===== src/bcx_pkg.sv =====
// Package for the break-cycle exit sequencer: states, request bundle and register map.
package bcx_pkg;

  // Address and opcode widths of the processor.
  localparam int unsigned ADDR_W = 12;
  localparam int unsigned OP_W   = 3;

  // Major states, Gray coded along fetch, transfer, tally, execute.
  typedef enum logic [1:0] {
    BCX_ST_FETCH = 2'h0,
    BCX_ST_XFER  = 2'h1,
    BCX_ST_TALLY = 2'h3,
    BCX_ST_EXEC  = 2'h2
  } bcx_state_t;

  // Address path selections for the address register.
  typedef enum logic [1:0] {
    BCX_SEL_PTR  = 2'h0,
    BCX_SEL_DMA  = 2'h1,
    BCX_SEL_ZERO = 2'h2
  } bcx_sel_t;

  // Requests presented by the peripheral side.
  typedef struct packed {
    logic              dma;      // Data transfer request pending.
    logic              single;   // Transfer is the one-cycle type.
    logic              prog_int; // Program interrupt request pending.
    logic [ADDR_W-1:0] addr;     // Target location of the transfer.
  } bcx_req_t;

  // Forced subroutine-call opcode; default value is arbitrary.
  localparam logic [OP_W-1:0] SUB_CALL_OP = 3'h4;

  // Register byte offsets.
  localparam logic [3:0] REG_CTRL   = 4'h0;
  localparam logic [3:0] REG_STATUS = 4'h4;
  localparam logic [3:0] REG_ADDR   = 4'h8;

  // Field positions and reset values.
  localparam int unsigned CTRL_INT_EN  = 0;
  localparam int unsigned STAT_SUSPEND = 4;
  localparam int unsigned ADDR_OP_LSB  = 16;
  localparam logic        CTRL_INT_EN_RST = 1'b0;
  localparam logic [ADDR_W-1:0] ADDR_RST = 12'h000;
  localparam logic [1:0] RESP_OKAY   = 2'h0;
  localparam logic [1:0] RESP_SLVERR = 2'h2;

endpackage


===== src/bcx_addr_reg.sv =====
// Memory address register with its input selector and carry-insert incrementer.
`timescale 1ns/1ns
`default_nettype none
module bcx_addr_reg
  import bcx_pkg::*;
(
  input  wire logic              i_clk,     // System clock.
  input  wire logic              i_reset,   // Synchronous reset, high.
  input  wire logic              i_load,    // Load strobe.
  input  wire bcx_sel_t          i_sel,     // Source selection.
  input  wire logic              i_carry,   // Carry insert on the pointer path.
  input  wire logic [ADDR_W-1:0] i_ptr,     // Instruction pointer.
  input  wire logic [ADDR_W-1:0] i_dma,     // Transfer location.
  output logic      [ADDR_W-1:0] o_addr     // Registered address.
);

  // Pointer plus the inserted carry, wrapping at the top of memory.
  function automatic logic [ADDR_W-1:0] add_carry(input logic [ADDR_W-1:0] v, input logic c);
    add_carry = ADDR_W'(v + {{(ADDR_W-1){1'b0}}, c});
  endfunction

  // The register only changes on its strobe, so it holds across whole cycles.
  always_ff @(posedge i_clk) begin
    if (i_reset) begin
      o_addr <= ADDR_RST;
    end else if (i_load) begin
      case (i_sel)
        BCX_SEL_PTR:  o_addr <= add_carry(i_ptr, i_carry);
        BCX_SEL_DMA:  o_addr <= i_dma;
        BCX_SEL_ZERO: o_addr <= ADDR_RST;
        default:      o_addr <= o_addr;
      endcase
    end
  end

endmodule
`default_nettype wire


===== src/bcx_sequencer.sv =====
// Break-cycle exit sequencer: next major state selection with AXI4-Lite control.
`timescale 1ns/1ns
`default_nettype none
// Behaviour
// - During the final transfer cycle all instruction execution stays suspended.
// - Returning to fetch enables the fetch-state set during slot four level.
// - On fetch return, load address with pointer, or pointer plus carry if skip.
// - Pending transfer location is gated during slot four and loaded at pulse.
// - One-cycle transfer request sets the transfer state at slot four pulse.
// - Three-cycle transfer request sets the tally phase state at slot four pulse.
// - Accepted program interrupt loads the address register with zero.
// - Accepted program interrupt forces the call opcode and enters execute.
module bcx_sequencer
  import bcx_pkg::*;
(
  input  wire logic              i_clk,              // 20 MHz system clock.
  input  wire logic              i_reset,            // Synchronous reset, high.
  input  wire logic              i_slot4_level,      // Time state four level.
  input  wire logic              i_slot4_pulse,      // Time pulse four, one cycle.
  input  wire bcx_pkg::bcx_req_t i_req,              // Peripheral requests.
  input  wire logic [ADDR_W-1:0] i_instr_pointer,    // Instruction pointer.
  input  wire logic              i_skip,             // Skip condition.
  input  wire bcx_pkg::bcx_state_t i_ext_next,       // Next state outside break.
  input  wire logic [3:0]        s_axi_awaddr,       // Write address.
  input  wire logic              s_axi_awvalid,      // Write address valid.
  output logic                   s_axi_awready,      // Write address ready.
  input  wire logic [31:0]       s_axi_wdata,        // Write data.
  input  wire logic [3:0]        s_axi_wstrb,        // Write strobes.
  input  wire logic              s_axi_wvalid,       // Write data valid.
  output logic                   s_axi_wready,       // Write data ready.
  output logic [1:0]             s_axi_bresp,        // Write response.
  output logic                   s_axi_bvalid,       // Write response valid.
  input  wire logic              s_axi_bready,       // Write response ready.
  input  wire logic [3:0]        s_axi_araddr,       // Read address.
  input  wire logic              s_axi_arvalid,      // Read address valid.
  output logic                   s_axi_arready,      // Read address ready.
  output logic [31:0]            s_axi_rdata,        // Read data.
  output logic [1:0]             s_axi_rresp,        // Read response.
  output logic                   s_axi_rvalid,       // Read data valid.
  input  wire logic              s_axi_rready,       // Read data ready.
  output logic [ADDR_W-1:0]      o_mem_addr_reg,     // Memory address register.
  output logic [OP_W-1:0]        o_opcode_latch,     // Opcode latch.
  output logic                   o_fetch_state,      // Instruction-read flag.
  output logic                   o_xfer_state,       // Transfer-cycle flag.
  output logic                   o_tally_phase_state,// Tally-phase flag.
  output logic                   o_exec_state,       // Execute flag.
  output logic                   o_instr_suspend,    // Instructions held off.
  output logic                   o_fetch_set_en,     // Fetch-state set enable.
  output logic                   o_dma_addr_gate,    // Transfer location gated.
  output logic                   o_address_reg_strobe// Address register loaded.
);

  bcx_state_t     state_q;
  bcx_state_t     state_d;
  bcx_sel_t       sel;
  logic           int_en_q;
  logic           take;
  logic           int_go;
  logic           fetch_go;

  // Decision taken at the pulse that ends the final break cycle.
  assign take     = (state_q == BCX_ST_XFER) && i_slot4_level && i_slot4_pulse;
  assign int_go   = !i_req.dma && i_req.prog_int && int_en_q;
  assign fetch_go = !i_req.dma && !int_go;

  // Transfers win over interrupts; a disabled interrupt falls back to fetch.
  always_comb begin
    state_d = i_ext_next;
    sel     = BCX_SEL_PTR;
    if (state_q == BCX_ST_XFER) begin
      if (i_req.dma) begin
        sel     = BCX_SEL_DMA;
        state_d = i_req.single ? BCX_ST_XFER : BCX_ST_TALLY;
      end else if (int_go) begin
        sel     = BCX_SEL_ZERO;
        state_d = BCX_ST_EXEC;
      end else begin
        state_d = BCX_ST_FETCH;
      end
    end
  end

  // Major state advances only at the slot four pulse.
  always_ff @(posedge i_clk) begin
    if (i_reset) begin
      state_q <= BCX_ST_FETCH;
    end else if (i_slot4_pulse) begin
      state_q <= state_d;
    end
  end

  // One-hot flags decoded from the next state so that they are flops too.
  always_ff @(posedge i_clk) begin
    if (i_reset) begin
      o_fetch_state       <= 1'b1;
      o_xfer_state        <= 1'b0;
      o_tally_phase_state <= 1'b0;
      o_exec_state        <= 1'b0;
      o_instr_suspend     <= 1'b0;
    end else if (i_slot4_pulse) begin
      o_fetch_state       <= (state_d == BCX_ST_FETCH);
      o_xfer_state        <= (state_d == BCX_ST_XFER);
      o_tally_phase_state <= (state_d == BCX_ST_TALLY);
      o_exec_state        <= (state_d == BCX_ST_EXEC);
      o_instr_suspend     <= (state_d == BCX_ST_XFER);
    end
  end

  // Level enables during slot four; they lag the inputs by one clock.
  always_ff @(posedge i_clk) begin
    if (i_reset) begin
      o_fetch_set_en  <= 1'b0;
      o_dma_addr_gate <= 1'b0;
    end else begin
      o_fetch_set_en  <= (state_q == BCX_ST_XFER) && i_slot4_level && fetch_go;
      o_dma_addr_gate <= (state_q == BCX_ST_XFER) && i_slot4_level && i_req.dma;
    end
  end

  // Strobe marks the cycle after the address register was loaded.
  always_ff @(posedge i_clk) begin
    if (i_reset) begin
      o_address_reg_strobe <= 1'b0;
    end else begin
      o_address_reg_strobe <= take;
    end
  end

  // Opcode latch is held while suspended and only forced on an interrupt.
  always_ff @(posedge i_clk) begin
    if (i_reset) begin
      o_opcode_latch <= '0;
    end else if (take && int_go) begin
      o_opcode_latch <= SUB_CALL_OP;
    end
  end

  // Address register with the pointer, transfer and zero paths.
  bcx_addr_reg u_addr (
    .i_clk   (i_clk),
    .i_reset (i_reset),
    .i_load  (take),
    .i_sel   (sel),
    .i_carry (i_skip),
    .i_ptr   (i_instr_pointer),
    .i_dma   (i_req.addr),
    .o_addr  (o_mem_addr_reg)
  );

  // AXI4-Lite write side: address and data are caught in either order.
  logic       aw_have_q;
  logic       w_have_q;
  logic [3:0] aw_addr_q;
  logic [31:0] w_data_q;
  logic [3:0] w_strb_q;
  logic       wr_fire;
  assign wr_fire = aw_have_q && w_have_q && !s_axi_bvalid;

  always_ff @(posedge i_clk) begin
    if (i_reset) begin
      aw_have_q <= 1'b0;
      aw_addr_q <= '0;
    end else if (s_axi_awvalid && s_axi_awready) begin
      aw_have_q <= 1'b1;
      aw_addr_q <= s_axi_awaddr;
    end else if (wr_fire) begin
      aw_have_q <= 1'b0;
    end
  end

  always_ff @(posedge i_clk) begin
    if (i_reset) begin
      w_have_q <= 1'b0;
      w_data_q <= '0;
      w_strb_q <= '0;
    end else if (s_axi_wvalid && s_axi_wready) begin
      w_have_q <= 1'b1;
      w_data_q <= s_axi_wdata;
      w_strb_q <= s_axi_wstrb;
    end else if (wr_fire) begin
      w_have_q <= 1'b0;
    end
  end

  // Ready is offered only while the matching holding slot is empty.
  always_ff @(posedge i_clk) begin
    if (i_reset) begin
      s_axi_awready <= 1'b0;
      s_axi_wready  <= 1'b0;
    end else begin
      s_axi_awready <= !aw_have_q && !(s_axi_awvalid && s_axi_awready) && !s_axi_bvalid;
      s_axi_wready  <= !w_have_q && !(s_axi_wvalid && s_axi_wready) && !s_axi_bvalid;
    end
  end

  // Control register and write response.
  always_ff @(posedge i_clk) begin
    if (i_reset) begin
      int_en_q     <= CTRL_INT_EN_RST;
      s_axi_bvalid <= 1'b0;
      s_axi_bresp  <= RESP_OKAY;
    end else if (wr_fire) begin
      s_axi_bvalid <= 1'b1;
      s_axi_bresp  <= (aw_addr_q == REG_CTRL) ? RESP_OKAY : RESP_SLVERR;
      if (aw_addr_q == REG_CTRL && w_strb_q[0]) begin
        int_en_q <= w_data_q[CTRL_INT_EN];
      end
    end else if (s_axi_bvalid && s_axi_bready) begin
      s_axi_bvalid <= 1'b0;
    end
  end

  // Read side: one cycle from address acceptance to data.
  always_ff @(posedge i_clk) begin
    if (i_reset) begin
      s_axi_arready <= 1'b0;
      s_axi_rvalid  <= 1'b0;
      s_axi_rdata   <= '0;
      s_axi_rresp   <= RESP_OKAY;
    end else if (s_axi_arvalid && s_axi_arready) begin
      s_axi_arready <= 1'b0;
      s_axi_rvalid  <= 1'b1;
      s_axi_rresp   <= RESP_OKAY;
      s_axi_rdata   <= '0;
      case (s_axi_araddr)
        REG_CTRL:   s_axi_rdata[CTRL_INT_EN] <= int_en_q;
        REG_STATUS: s_axi_rdata[STAT_SUSPEND:0] <= {o_instr_suspend, o_exec_state,
                      o_tally_phase_state, o_xfer_state, o_fetch_state};
        REG_ADDR: begin
          s_axi_rdata[ADDR_W-1:0]          <= o_mem_addr_reg;
          s_axi_rdata[ADDR_OP_LSB +: OP_W] <= o_opcode_latch;
        end
        default:    s_axi_rresp <= RESP_SLVERR;
      endcase
    end else if (s_axi_rvalid && s_axi_rready) begin
      s_axi_rvalid  <= 1'b0;
    end else begin
      s_axi_arready <= !s_axi_rvalid;
    end
  end

  // Checks on the sequencer's behaviour.
  AST_HOLD_OP: assert property (@(posedge i_clk) disable iff (i_reset)
    (o_instr_suspend && !$past(take)) |-> $stable(o_opcode_latch))
    else $error("Opcode latch changed while instructions are suspended.");
  AST_FETCH_EN: assert property (@(posedge i_clk) disable iff (i_reset)
    ((state_q == BCX_ST_XFER) && i_slot4_level && fetch_go) |=> o_fetch_set_en)
    else $error("Fetch set enable missing on return to fetch.");
  AST_PTR_LOAD: assert property (@(posedge i_clk) disable iff (i_reset)
    (take && fetch_go) |=> (o_mem_addr_reg ==
      ADDR_W'($past(i_instr_pointer) + {{(ADDR_W-1){1'b0}}, $past(i_skip)})) && o_fetch_state)
    else $error("Pointer return address wrong.");
  AST_DMA_LOAD: assert property (@(posedge i_clk) disable iff (i_reset)
    (take && i_req.dma) |=> (o_mem_addr_reg == $past(i_req.addr)) && o_address_reg_strobe)
    else $error("Transfer location not loaded.");
  AST_SINGLE: assert property (@(posedge i_clk) disable iff (i_reset)
    (take && i_req.dma && i_req.single) |=> o_xfer_state && o_instr_suspend)
    else $error("One-cycle transfer did not enter transfer state.");
  AST_TRIPLE: assert property (@(posedge i_clk) disable iff (i_reset)
    (take && i_req.dma && !i_req.single) |=> o_tally_phase_state && !o_instr_suspend)
    else $error("Three-cycle transfer did not enter tally phase.");
  AST_ZERO: assert property (@(posedge i_clk) disable iff (i_reset)
    (take && int_go) |=> (o_mem_addr_reg == ADDR_RST))
    else $error("Interrupt did not clear the address register.");
  AST_CALL: assert property (@(posedge i_clk) disable iff (i_reset)
    (take && int_go) |=> (o_opcode_latch == SUB_CALL_OP) && o_exec_state)
    else $error("Interrupt did not force the call opcode.");
  AST_ONEHOT: assert property (@(posedge i_clk) disable iff (i_reset)
    $past(i_slot4_pulse) |-> $onehot({o_fetch_state, o_xfer_state,
      o_tally_phase_state, o_exec_state}))
    else $error("Major state flags not one-hot.");

endmodule
`default_nettype wire


===== config.mk =====
export PLATFORM = sky130hd
export DESIGN_NAME = bcx_sequencer
export DESIGN_NICKNAME = d
export VERILOG_FILES = /design/src/bcx_pkg.sv /design/src/bcx_addr_reg.sv /design/src/bcx_sequencer.sv
export SDC_FILE = /design/constraint.sdc
export NUM_CORES = 1
export LEC_CHECK = 0
export ABC_AREA = 1
export BUFFER_PORTS_ARGS = -buffer_cell sky130_fd_sc_hd__buf_2
export CORE_MARGIN = 1.5
export CORE_UTILIZATION = 39
export CTS_BUF_LIST = sky130_fd_sc_hd__clkbuf_8 sky130_fd_sc_hd__clkbuf_16
export CTS_CLUSTER_SIZE = 8
export DETAILED_ROUTE_END_ITERATION = 10
export GPL_ROUTABILITY_DRIVEN = 0
export PLACE_DENSITY_LB_ADDON = 0.1
export SLEW_MARGIN = 25
export SYNTH_ARGS = -nofsm -noshare
export SYNTH_HDL_FRONTEND = slang
export SYNTH_HIERARCHICAL = 1
export SYNTH_SLANG_ARGS = --single-unit

===== constraint.sdc =====
create_clock -name i_clk -period 2.4 [get_ports i_clk]
set_clock_uncertainty 0.15 [all_clocks]
set_input_delay 0.24 -clock i_clk [delete_from_list [all_inputs] [get_ports i_clk]]
set_output_delay 0.24 -clock i_clk [all_outputs]
set_load 0.005 [all_outputs]

# Yosys cells after proc, flatten, opt, wreduce, memory -nomap -nowiden

Cells that the tools add are included.

Flip-flop bits (word level): 55
Bits of input ports: 83
Output and inout bits: 64

$add $sub $neg: 1
Eq/ne operators: 8
Multiplexer cells: 20
Reduce and logical (&&, ||, !) cells: 41

Operator list:

| operator                                       | count |
|---|---|
| case mux 12 bit (3 select lines)               | 1 |
| logical AND 1 bit                              | 20 |
| two-way mux 2 bit                              | 8 |
| adder 12 x 1 -> 12 bit                         | 1 |
| zero test 1 bit                                | 8 |
| zero test 4 bit                                | 2 |
| case mux 4 bit (2 select lines)                | 1 |
| nonzero test 2 bit                             | 4 |
| two-way mux 1 bit                              | 7 |
| two-way mux 7 bit                              | 1 |
| == test 2 x 1 -> 1 bit (second input constant) | 3 |
| == test 2 bit (second input constant)          | 3 |
| == test 4 x 3 -> 1 bit (second input constant) | 1 |
| == test 4 bit (second input constant)          | 1 |
| zero test 2 bit                                | 2 |
| AND reduction 2 bit                            | 2 |
| two-way mux 3 bit                              | 1 |
| case mux 1 bit (3 select lines)                | 1 |
| nonzero test 3 bit                             | 1 |
| OR reduction 3 bit                             | 1 |
| OR reduction 2 bit                             | 1 |

# Longest topological paths before layout

Gate-level depths: netlist of the first run.

Depth in word-level cells: 9
Depth in mapped cells: 10

# Hierarchy

The synthesis of the first run kept the hierarchy.

Modules (own cells, without submodules):

| module        | instances | cells an instance | area an instance (um^2) |
|---|---|---|---|
| bcx_sequencer | 1         | 242               | 1790.5 |
| bcx_addr_reg  | 1         | 121               | 792.0 |

# Least setup slack after synthesis of the first run

No wires, ideal clock.

Kind: reg2reg
Start: register state_q[1]
End: register u_addr.o_addr[10]
Setup time: 70 ps
Data arrival time: 1472 ps
Data required time: 2180 ps
Slack: 708 ps
Cell stages (with the launch flop): 10
Clock period less this slack: 1692 ps
Cell sequence: dfxtp_1 -> inv_1 -> nand2_2 -> nor2_1 -> inv_1 -> ha_1 -> nor2_1 -> buf_2 -> a21oi_1 -> a21oi_1

Longest elaborated chain between the ends: 5
Elaborated cells on any way between the ends: 10

Ends and longest elaborated chain:

| item                                           | line                | RTL |
|---|---|---|
| start: declaration                             | bcx_sequencer.sv:53 | `bcx_state_t state_q;` |
| start signal: assignment                       | bcx_sequencer.sv:88 | `state_q <= state_d;` |
| == test 2 x 1 -> 1 bit (*)                     | bcx_sequencer.sv:70 | `if (state_q == BCX_ST_XFER) begin` |
| two-way mux 2 bit (*)                          | bcx_sequencer.sv:70 |  |
| named net sel[1]                               | bcx_sequencer.sv:55 | `bcx_sel_t sel;` |
| == test 2 x 1 -> 1 bit (tied with other cells) | bcx_addr_reg.sv:27  | `case (i_sel)` |
| nonzero test 3 bit (no source line)            | -                   |  |
| AND reduction 2 bit (no source line)           | -                   |  |
| end signal: assignment                         | bcx_addr_reg.sv:28  | `BCX_SEL_PTR: o_addr <= add_carry(i_ptr, i_carry);` |
| end signal: assignment                         | bcx_addr_reg.sv:29  | `BCX_SEL_DMA: o_addr <= i_dma;` |
| end signal: assignment                         | bcx_addr_reg.sv:31  | `default: o_addr <= o_addr;` |
| end: declaration                               | bcx_addr_reg.sv:14  | `output logic [ADDR_W-1:0] o_addr` |

Mark *: on every way through the listed nets, which the timed path passes. The rest lies on a longest branch.
A chain may end at the register's enable or synchronous reset.

# Worst setup path after layout of the first run

Start: input port i_req[14] (netlist name)
End: register u_addr.o_addr[8]

Longest elaborated chain between the ends: 9
Elaborated cells on any way between the ends: 12

Ends and longest elaborated chain:

| item                                           | line                | RTL |
|---|---|---|
| start: declaration                             | bcx_sequencer.sv:20 | `input wire bcx_pkg::bcx_req_t i_req,` |
| zero test 1 bit                                | bcx_sequencer.sv:63 | `assign int_go = !i_req.dma && i_req.prog_int && int_en_q;` |
| logical AND 1 bit (2 in a row)                 | bcx_sequencer.sv:63 |  |
| two-way mux 2 bit                              | bcx_sequencer.sv:74 | `end else if (int_go) begin` |
| two-way mux 2 bit (*)                          | bcx_sequencer.sv:71 | `if (i_req.dma) begin` |
| two-way mux 2 bit (*)                          | bcx_sequencer.sv:70 |  |
| named net sel[1]                               | bcx_sequencer.sv:55 |  |
| == test 2 x 1 -> 1 bit (tied with other cells) | bcx_addr_reg.sv:27  |  |
| nonzero test 3 bit (no source line)            | -                   |  |
| AND reduction 2 bit (no source line)           | -                   |  |

Marked as above.

==> metrics.yaml, run 1 <==
cts_buffers: 5
critPathMaxStageDelay_ns: 0.53
yosys-top-cells-area: "dfxtp_1, nand2_1, a21oi_1"
hpwl_um: 4570
required_ns: 2.49
h-tree-depth: 2
ioPinCount: 147
vias: 2456
final_core_util_pct: 49.4
start_util_pct: 40.4
via_per_inst: 4.63
placedCellCount: 521
die_w_um: 84.4
crit_chain: "dlygate4sd3_1 -> buf_2 -> inv_1 -> nand3_1 -> nor2_1 -> inv_1 -> ha_1 -> nor2_1 -> buf_4 -> a21oi_1 -> a21oi_1"
reg2reg_depth: 8
antenna_found_initial: 0
clock_latency_ns: 0.30
syn_avg_cell_area_um2: 7.11
hold_path.class: "input pin to register"
cts_root_buf: "clkbuf_8"
first_iter_violations: 71
leakage_nw: 1.63
cp-end-kind: "register"
crit_type: "input pin to register"
holdWs_ns: 0.0197
timing.rr.start: "int_en_q$_SDFFE_PP0P_"
grt_pass1_wl_um: 9630
outcome: "finished, final reports clean"
peakVddDrop_mv: 0.326
cts_tree: "built"
cp_max_fo: 12
grt_start_max_net_pins: 18
drc: 0
cp_data_arrival_time_ns: 2.12
start_kind: "input pin"
wl_per_cell_um: 11.2
final_nets: 539
final_cell_mix: "buf_2, nand2_1, dfxtp_1"
yosysTopAreaCell: "dfxtp_1"
drv_cap: 0
fin_total_pwr_mw: 1.85
syn_area_mm2: 0.00258
timing.final.crit_period_ns: 2.03
ys_warn_count: 6
rows: 29
slowest_stage: "dlygate4sd3_1"
timing.critical_path.to: "u_addr/o_addr[8]$_SDFFE_PP0P_"
critPathTopFamily: "buffers and inverters"
drive_gt1_share_pct: 28.9
final_cell_count_no_fill: 530
post-route-period-util_pct: 84.7
grt.overflow.total: 0
drv_slew: 0
die_h_um: 84.4
routed_wl_um: 5910
area_growth_pct: 22.1
finalSetupTns_ns: 0
crit_start: "i_req[14]"
hold_violations: 0
diodes: 0
timing.critical_path.buf_inv: 5
die_area_mm2: 0.00712
r2r_slack_ns: 0.61
final_common_cell: "buf_2"
synth_cell_type_count: 31
cts_sinks: 51
clockBufferDepth: 2
syn_inst: 363
synth.top_cell.area_share_pct: 39.5
rsz0062_at_grt: "no"
reg2reg_to: "u_addr/o_addr[8]$_SDFFE_PP0P_"
grt_usage_pct: 16.6
dr.pass1.iters: 4
worst-path-stages: 11
power_density_mw_per_mm2: 588
grt_pass1_vias: 2098
clkTransAtPathRegs_ns: 0.09
ys_seq_area_share_pct: 39.5
port_buffers: 89
setup_violations: 0
ant_nets: 0
synth_seq_cells: 51
fmax_ghz: 0.492
core_area_mm2: 0.00639
==> routing by layer <==
metal / share of wire (%) / up-vias / GRT usage (%)
li1: - / 1278 / -
met1: 47 / 1080 / 22.2
met2: 44 / 90 / 26.3
met3: 6.9 / 8 / 4.03
met4: 1.6 / 0 / 5.57
met5: 0 / - / 0
==> state kept, by name (all words and copies together), names as in the netlist, 2 cells and up <==
name / flops
state_q: 2
s_axi_rdata: 13
aw_addr_q: 4
u_addr/o_addr: 12
==> worst min-delay path, stage by stage <==
cell and delay [ns]:
buf_2 0.07, inv_1 0.03, nand2_1 0.04, a21oi_1 0.05
==> cell usage after synthesis <==
cell      count
conb_1        1
inv_2         5
a211oi_1      1
inv_1        44
buf_4        24
nand2_1      68
nor4_1        1
xor2_1        2
o211ai_1      1
a21oi_2       1
buf_2         7
clkinv_2      1
a21o_1        1
nand3_1      23
nand3_4       1
ha_1          4
o21ai_2       8
nor2_2        6
a21oi_1      36
nor2_4        3
o21a_1        1
or2_2         1
o21ai_1       4
nand4_1       1
nand2_2       4
nor3_1        2
dfxtp_1      51
nor2_1       35
o21ai_0      23
clkbuf_1      2
nor3_2        1
==> repair_timing <==
item | 4_1_cts | 5_1_grt
resized for setup | 0 | 0
setup endpoints to repair | 0 | 0
hold buffers | 1 | 0
hold endpoints to repair | 1 | 0
buffers inserted | 0 | 0
==> worst min path at each step <==
stage	startpoint	endpoint	slack, ns	cells after the start
2_1_floorplan	i_req[14]	o_fetch_set_en$_SDFF_PP0_	0.17	1
3_3_place_gp	s_axi_rdata[9]$_SDFFE_PP0P_	s_axi_rdata[9]$_SDFFE_PP0P_	0.29	2
3_5_place_dp	s_axi_rdata[0]$_SDFFE_PP0P_	s_axi_rdata[0]$_SDFFE_PP0P_	0.29	2
4_1_cts	s_axi_bready	s_axi_bvalid$_SDFFE_PP0P_	0.006	4
5_1_grt	s_axi_awaddr[0]	aw_addr_q[0]$_SDFFE_PP0P_	0.03	3
6_report	s_axi_bready	s_axi_bvalid$_SDFFE_PP0P_	0.02	4
==> logic make-up after synthesis <==
| group | count (synthesis) | synth area share [%] |
|---|---|---|
| DFF | 51 | 39.5 |
| xor gates and xnor gates | 2 | 0.678 |
| AOI/OAI and AO/OA | 76 | 16.4 |
| buffers and inverters | 83 | 15.9 |
| adders and majority gates | 4 | 1.94 |
| other | 1 | 0.145 |
| and+or+nand+nor | 146 | 25.3 |
==> per-stage QoR <==
stage,area [um2],setup slack (ns)
floorplan,2670,0.708
global placement,3010,0.621
detailed placement,3010,0.627
CTS,3150,0.393
global route,3150,0.170
finish,3150,0.367
==> where the power goes <==
part,internal (mW),switching [mW],leakage (nW)
clock,0.416,0.284,0.0644
sequential,0.884,0.0236,0.416
combinational,0.0999,0.147,1.15
==> final cells by class <==
| class | count | area [um2] |
|---|---|---|
| Sequential cell | 51 | 1020 |
| Inverter | 50 | 189 |
| Timing Repair Buffer | 93 | 478 |
| Multi-Input combinational cell | 251 | 1230 |
| Fill cell | 651 | 3230 |
| Clock buffer | 5 | 68.8 |
| Clock inverter | 3 | 67.6 |
| Tap cell | 77 | 96.3 |
No activity file was read; power rests on OpenSTA's default activity.
==> run 2: changes to the inputs <==
ABC_AREA = 0   (was 1)
clock period = 2.05 ns   (was 2.4 ns; I/O delays follow)
==> run 2 against run 1 <==
  * Non-clock buffer count grew 16
  * Synthesized area shrank 2.1%
  * Setup slack lost 0.23 ns
  * Via count shrank 6.1%
  * Routed wire length grew 4.5%
  * Hold slack lost 0.0062 ns
  * Critical endpoint is now u_addr/o_addr[0]$_SDFFE_PP0P_
==> metrics.yaml, run 2 <==
start_kind: "register"
yosysTopAreaCell: "dfxtp_1"
required_ns: 2.08  # -0.41 ns
synth.top_cell.area_share_pct: 40.4  # +0.86 points
final.setup.worst_slack_ns: 0.137  # -0.230 ns
die_area_mm2: 0.00697  # -2.1%
holdWs_ns: 0.0136  # -0.00616 ns
place_ws_ns: -0.0666  # -0.693 ns
wl_met2_um: 2810  # +7.3%
grt_usage_pct: 18.0  # +1.5 points
die_w_um: 83.5  # -1.0%
cp-end-kind: "register"
netlist_top_cells_count: "dfxtp_1, nor2_1, buf_4, a21oi_1, nand2_1"
min_path_cells: 3  # -1
clkTransAtPathRegs_ns: 0.10  # about the same
drive_gt1_share_pct: 34.0  # +5.1 points
grt.overflow.total: 0  # unchanged
synth_cell_type_count: 52  # +68%
min_from: "s_axi_wdata[0]"
largest_register: "s_axi_rdata"
reg2reg_to: "u_addr/o_addr[0]$_SDFFE_PP0P_"
hold_violations: 0  # unchanged
timing.final.crit_period_ns: 1.91
p_switching_mw: 0.513  # +13%
post-route-period-util_pct: 93.3
first_iter_violations: 78  # +9.9%
largest_reg_flops: 13  # unchanged
synth_seq_cells: 51  # unchanged
leakage_nw: 1.44  # -12%
hold_path_end: "w_data_q[0]$_SDFFE_PP0P_"
grt_pass1_vias: 2207  # +5.2%
grt_start_max_net_pins: 27  # +9
vias: 2305  # -6.1%
cp_max_fo: 5  # -7
final_nets: 471  # -13%
cts_tree: "built"
yosys-top-cells-area: "dfxtp_1, buf_4, nor2_1"
power_frac_comb_pct: 12.5  # -0.8 points
port_buffers: 89  # unchanged
nFillCells: 647  # -0.61%
reg2reg_depth: 7  # -1
syn_avg_cell_area_um2: 8.93  # +26%
cts_buffers: 5  # unchanged
final_core_util_pct: 51.6  # +2.3 points
ys.flop_type: "dfxtp_1"
route.met3.wl_um: 293  # -28%
ys_warn_count: 6  # unchanged
tightest_slew_ns: 0.540
core_area_mm2: 0.00631  # -1.1%
slew_headroom_pct: 63.9
placed_area_mm2: 0.00302  # +0.50%
final_cell_mix: "buf_2, dfxtp_1, nor2_1"
power_density_mw_per_mm2: 658  # +12%
hold_path.class: "input pin to register"
antenna_found_initial: 0  # unchanged
syn_inst: 283  # -22%
area_growth_pct: 29.0
start_util_pct: 40.0  # -0.41 points
final_area_mm2: 0.00326  # +3.4%
cts_sinks: 51  # unchanged
r2r_slack_ns: 0.14  # -0.47 ns
final_common_cell: "buf_2"
outcome: "finished, final reports clean"
p_seq_share_pct: 48.9  # about the same
ys_seq_area_share_pct: 40.4  # +0.86 points
drv_cap: 0  # unchanged
drc: 0  # unchanged
via_per_inst: 4.99  # +7.7%
wl_per_cell_um: 13.4  # +20%
clockBufferDepth: 2  # unchanged
netSwitchingFraction_pct: 23.9  # -0.62 points
reg_top3: "s_axi_rdata x13, u_addr/o_addr x12, aw_addr_q x4"
wl_met1_um: 2980  # +6.8%
highest-signal-layer: "met4"
syn_area_mm2: 0.00253  # -2.1%
die_h_um: 83.5  # -1.0%
h-tree-depth: 2  # unchanged
synthArstFlopShare_pct: 0  # unchanged
dr.pass1.iters: 4  # unchanged
rows: 29  # unchanged
routed_wl_um: 6180  # +4.5%
crit_type: "register to register"
fmax_ghz: 0.523
ant_nets: 0  # unchanged
synth-edff-count: 0  # unchanged
grt_pass1_wl_um: 10400  # +7.7%
rsz0062_at_grt: "no"
cp_data_arrival_time_ns: 1.95  # -0.17 ns
clock_latency_ns: 0.30  # about the same
diodes: 0  # unchanged
ioPinCount: 147  # unchanged
timing.rr.start: "int_en_q$_SDFFE_PP0P_"
drv_slew: 0  # unchanged
cts_root_buf: "clkbuf_8"
hpwl_um: 4720  # +3.4%
internal-power_mw: 1.63  # +17%
yosysMostFrequentCell: "dfxtp_1"
clkPwrFrac_pct: 38.5  # +0.8 points
setup_violations: 0  # unchanged
peakVddDrop_mv: 0.345  # +5.7%
==> run 2: stage by stage <==
step / std cells / power [mW] / TNS (ns)
3_3_place_gp: 446 / 1.33 / -0.152
6_report: 462 / 2.15 / 0
3_5_place_dp: 446 / 1.33 / -0.149
4_1_cts: 461 / 2.17 / 0
5_1_grt: 462 / 2.24 / 0
2_1_floorplan: 305 / 1.24 / -0.0261
==> run 2: worst max path at each step <==
stage	start	to	slack, ns	depth (start not counted)
floorplan	state_q[1]$_SDFFE_PP0P_	u_addr/o_addr[11]$_SDFFE_PP0P_	-0.03	8
global placement	state_q[1]$_SDFFE_PP0P_	u_addr/o_addr[9]$_SDFFE_PP0P_	-0.05	6
detailed placement	state_q[1]$_SDFFE_PP0P_	u_addr/o_addr[10]$_SDFFE_PP0P_	-0.07	6
CTS	state_q[1]$_SDFFE_PP0P_	u_addr/o_addr[3]$_SDFFE_PP0P_	0.02	8
global route	state_q[1]$_SDFFE_PP0P_	u_addr/o_addr[9]$_SDFFE_PP0P_	0.002	6
finish	int_en_q$_SDFFE_PP0P_	u_addr/o_addr[0]$_SDFFE_PP0P_	0.14	7
==> run 2: power groups by stage <==
| stage | Sequential, mW | Combinational [mW] | Clock (mW) |
|---|---|---|---|
| global placement | 1.07 | 0.255 | 0 |
| finish | 1.05 | 0.269 | 0.826 |
| floorplan | 1.07 | 0.167 | 0 |
| detailed placement | 1.07 | 0.257 | 0 |
| CTS | 1.05 | 0.268 | 0.849 |
| global route | 1.06 | 0.301 | 0.884 |
==> run 2: critical path, stage by stage, from the launching register on <==
cell	delay, ns
dfxtp_2	0.36
nand2_2	0.09
nor3_4	0.23
inv_2	0.07
ha_4	0.27
buf_4	0.15
a221oi_1	0.39
nor3_1	0.08
==> run 2: timing repair <==
item                       in CTS  in global routing
setup endpoints to repair       5                  9
setup buffers                   0                  1
hold buffers                    7                  0
hold endpoints to repair        7                  0
gates resized for setup         1                  5
pin swaps                       0                  1
==> run 2: cells by family after synthesis <==
group / after synthesis / share of synthesized area (%)
xor+xnor: 6 / 2.08
mux: 3 / 1.19
other cells: 1 / 0.148
flops: 51 / 40.4
fa+ha+maj: 4 / 1.98
compound gates: 74 / 21.4
buf+inv: 43 / 10.8
simple gates: 101 / 21.9
==> run 2: cell type report <==
class | instances | area, um2 | area share [%]
multi-input combinational | 211 | 1360 | 41.6
tap | 77 | 96.3 | 2.96
clock inverter | 3 | 67.6 | 2.07
timing repair buffer | 109 | 626 | 19.2
sequential | 51 | 1020 | 31.4
clock buffer | 5 | 68.8 | 2.11
inverter | 6 | 22.5 | 0.691
==> run 2: metal layers <==
metal  up-vias  global-route usage, %
met4         0                   4.77
met1      1053                   24.9
met2        67                   29.0
met5         -                      0
met3         8                   3.46
li1       1177                      -
==> run 3: changes to the inputs <==
CORE_UTILIZATION = 44   (was 39)
SLEW_MARGIN = 30   (was 25)
==> run 3 against run 2 <==
  * Sequential power about the same
  * Core utilization up 6.4 points
  * Sequential share of layout area up 0.39 points
  * Count of clock-buffer cells in the layout unchanged
  * Routed wire length down 1.8%
  * Clock power down 13%
  * Global-route usage up 2.3 points
  * Largest power group unchanged
  * Highest routed layer unchanged
==> metrics.yaml, run 3 (synthesized netlist as in run 2, its figures left out) <==
nFillCells: 536  # -17%
grt_usage_pct: 20.3  # +2.3 points
post-route-period-util_pct: 93.8  # +0.49 points
ant_nets: 0  # unchanged
via_per_inst: 5.19  # +3.9%
final_nets: 468  # -0.64%
critPathTopFamily: "simple AND/OR/NAND/NOR gates"
drv_slew: 0  # unchanged
hpwl_um: 4510  # -4.5%
reg2reg_depth: 8  # +1
slowest_stage: "dfxtp_1"
core_area_mm2: 0.00554  # -12%
crit_start: "state_q[1]$_SDFFE_PP0P_"
clock_latency_ns: 0.30  # about the same
cts_buffers: 5  # unchanged
reg_top3: "s_axi_rdata x13, u_addr/o_addr x12, aw_addr_q x4"
timing.rr.start: "state_q[1]$_SDFFE_PP0P_"
drive_gt1_share_pct: 32.5  # -1.6 points
fmax_ghz: 0.520  # -0.52%
timing.critical_path.to: "u_addr/o_addr[11]$_SDFFE_PP0P_"
start_kind: "register"
rsz0062_at_grt: "yes"
drc: 0  # unchanged
worst-path-stages: 8  # +1
clockBufferDepth: 2  # unchanged
outcome: "finished, final reports clean"
drv_cap: 0  # unchanged
wl_per_cell_um: 13.4  # about the same
grt.overflow.total: 0  # unchanged
grt_pass1_vias: 2204  # -0.14%
cp-end-kind: "register"
setup_violations: 0  # unchanged
leakage_nw: 1.42  # -1.6%
required_ns: 2.09  # about the same
rows: 27  # -6.9%
die_area_mm2: 0.00621  # -11%
final_cell_mix: "buf_2, dfxtp_1, nor2_1"
grt_start_max_net_pins: 33  # +22%
grt_pass1_wl_um: 10100  # -3.0%
crit_chain: "nand2b_4 -> nor3_4 -> buf_4 -> ha_1 -> nand2b_4 -> buf_12 -> a21oi_1 -> a2111oi_2"
final_common_cell: "buf_2"
holdWs_ns: 0.0217  # +0.00816 ns
dr.pass1.iters: 4  # unchanged
largest_reg_flops: 13  # unchanged
timing.final.crit_period_ns: 1.92  # +0.0101 ns
area_growth_pct: 27.2
port_buffers: 89  # unchanged
cts_root_buf: "clkbuf_8"
final_core_util_pct: 58.0  # +6.4 points
power_density_mw_per_mm2: 634  # -3.7%
start_util_pct: 45.6  # +5.6 points
largest_register: "s_axi_rdata"
crit_type: "register to register"
r2r_slack_ns: 0.13  # about the same
timing.critical_path.buf_inv: 2  # unchanged
critPathMaxStageDelay_ns: 0.33  # -0.06 ns
regArea_mm2: 0.00102  # -0.12%
reg2reg_to: "u_addr/o_addr[11]$_SDFFE_PP0P_"
h-tree-depth: 2  # unchanged
cts_tree: "built"
multi_input_area_mm2: 0.00136  # +0.18%
hold_path.class: "input pin to register"
routed_wl_um: 6070  # -1.8%
hold_violations: 0  # unchanged
tightest_slew_ns: 0.605  # +0.0654 ns
final.setup.worst_slack_ns: 0.127  # -0.0101 ns
antenna_found_initial: 0  # unchanged
cp_data_arrival_time_ns: 1.97  # +0.02 ns
critPathMostFrequentCell: "nand2b_4"
die_w_um: 78.8  # -5.6%
diodes: 0  # unchanged
vias: 2354  # +2.1%
slew_headroom_pct: 59.7  # -4.2 points
place_ws_ns: 0.117  # +0.183 ns
first_iter_violations: 75  # -3.8%
ioPinCount: 147  # unchanged
clkTransAtPathRegs_ns: 0.10  # about the same
cp_max_fo: 15  # +10
final_cell_count_no_fill: 454  # -1.7%
placedCellCount: 437  # -2.0%
die_h_um: 78.8  # -5.6%
peakVddDrop_mv: 0.266  # -23%
fin_total_pwr_mw: 2.04  # -5.0%
cts_sinks: 51  # unchanged
-- run 3: per-layer routing --
metal | vias up | track usage [%] | part of all wire [%]
met3 | 8 | 3.56 | 5.3
met2 | 84 | 32.8 | 45
met5 | - | 0 | 0
met4 | 0 | 6.61 | 1.3
met1 | 1081 | 27.4 | 48
li1 | 1181 | - | -
-- run 3: cell type report --
type	instances	share of cell area [%]
tap	72	2.80
timing repair buffer	106	18.9
inverter	6	0.700
clock buffer	5	2.14
sequential	51	31.8
multi-input combinational	211	42.3
clock inverter	3	1.44
-- run 3: per-stage QoR --
stage	cell area [um2]	TNS [ns]
after global placement	2990	0
after CTS	3190	0
final	3220	0
after global routing	3220	-0.0246
after floorplan	2630	-0.0261
after detailed placement	2990	0
-- run 3: worst min path at each step --
stage	from	to	slack, ns	cells after the start
after floorplan	i_reset	u_addr/o_addr[10]$_SDFFE_PP0P_	0.13	1
after global placement	aw_addr_q[0]$_SDFFE_PP0P_	aw_addr_q[0]$_SDFFE_PP0P_	0.30	2
after detailed placement	aw_addr_q[0]$_SDFFE_PP0P_	aw_addr_q[0]$_SDFFE_PP0P_	0.30	2
after CTS	s_axi_awvalid	s_axi_awready$_SDFF_PP0_	0.005	2
after global routing	s_axi_araddr[3]	s_axi_rresp[1]$_SDFFE_PP0P_	0.02	3
final	s_axi_awvalid	s_axi_awready$_SDFF_PP0_	0.02	2
-- run 3: report_power, final --
part / total, mW / switching [mW] / internal, mW / leakage, nW
Clock: 0.721 / 0.353 / 0.368 / 0.0548
Sequential: 1.05 / 0.0282 / 1.02 / 0.415
Combinational: 0.267 / 0.146 / 0.121 / 0.946
Total: 2.04 / 0.526 / 1.51 / 1.42
-- run 3: timing repair --
item	CTS	global route
setup endpoints to repair	0	5
gates resized for setup	0	4
hold buffers	9	0
endpoints found under the hold margin	9	0
buffers inserted	0	0
-- run 3: worst register-to-register path, cell delays in order (launching register included) --
cell and delay, ns:
dfxtp_1 0.33, nand2b_4 0.16, nor3_4 0.20, buf_4 0.16, ha_1 0.16, nand2b_4 0.14
buf_12 0.14, a21oi_1 0.06, a2111oi_2 0.32
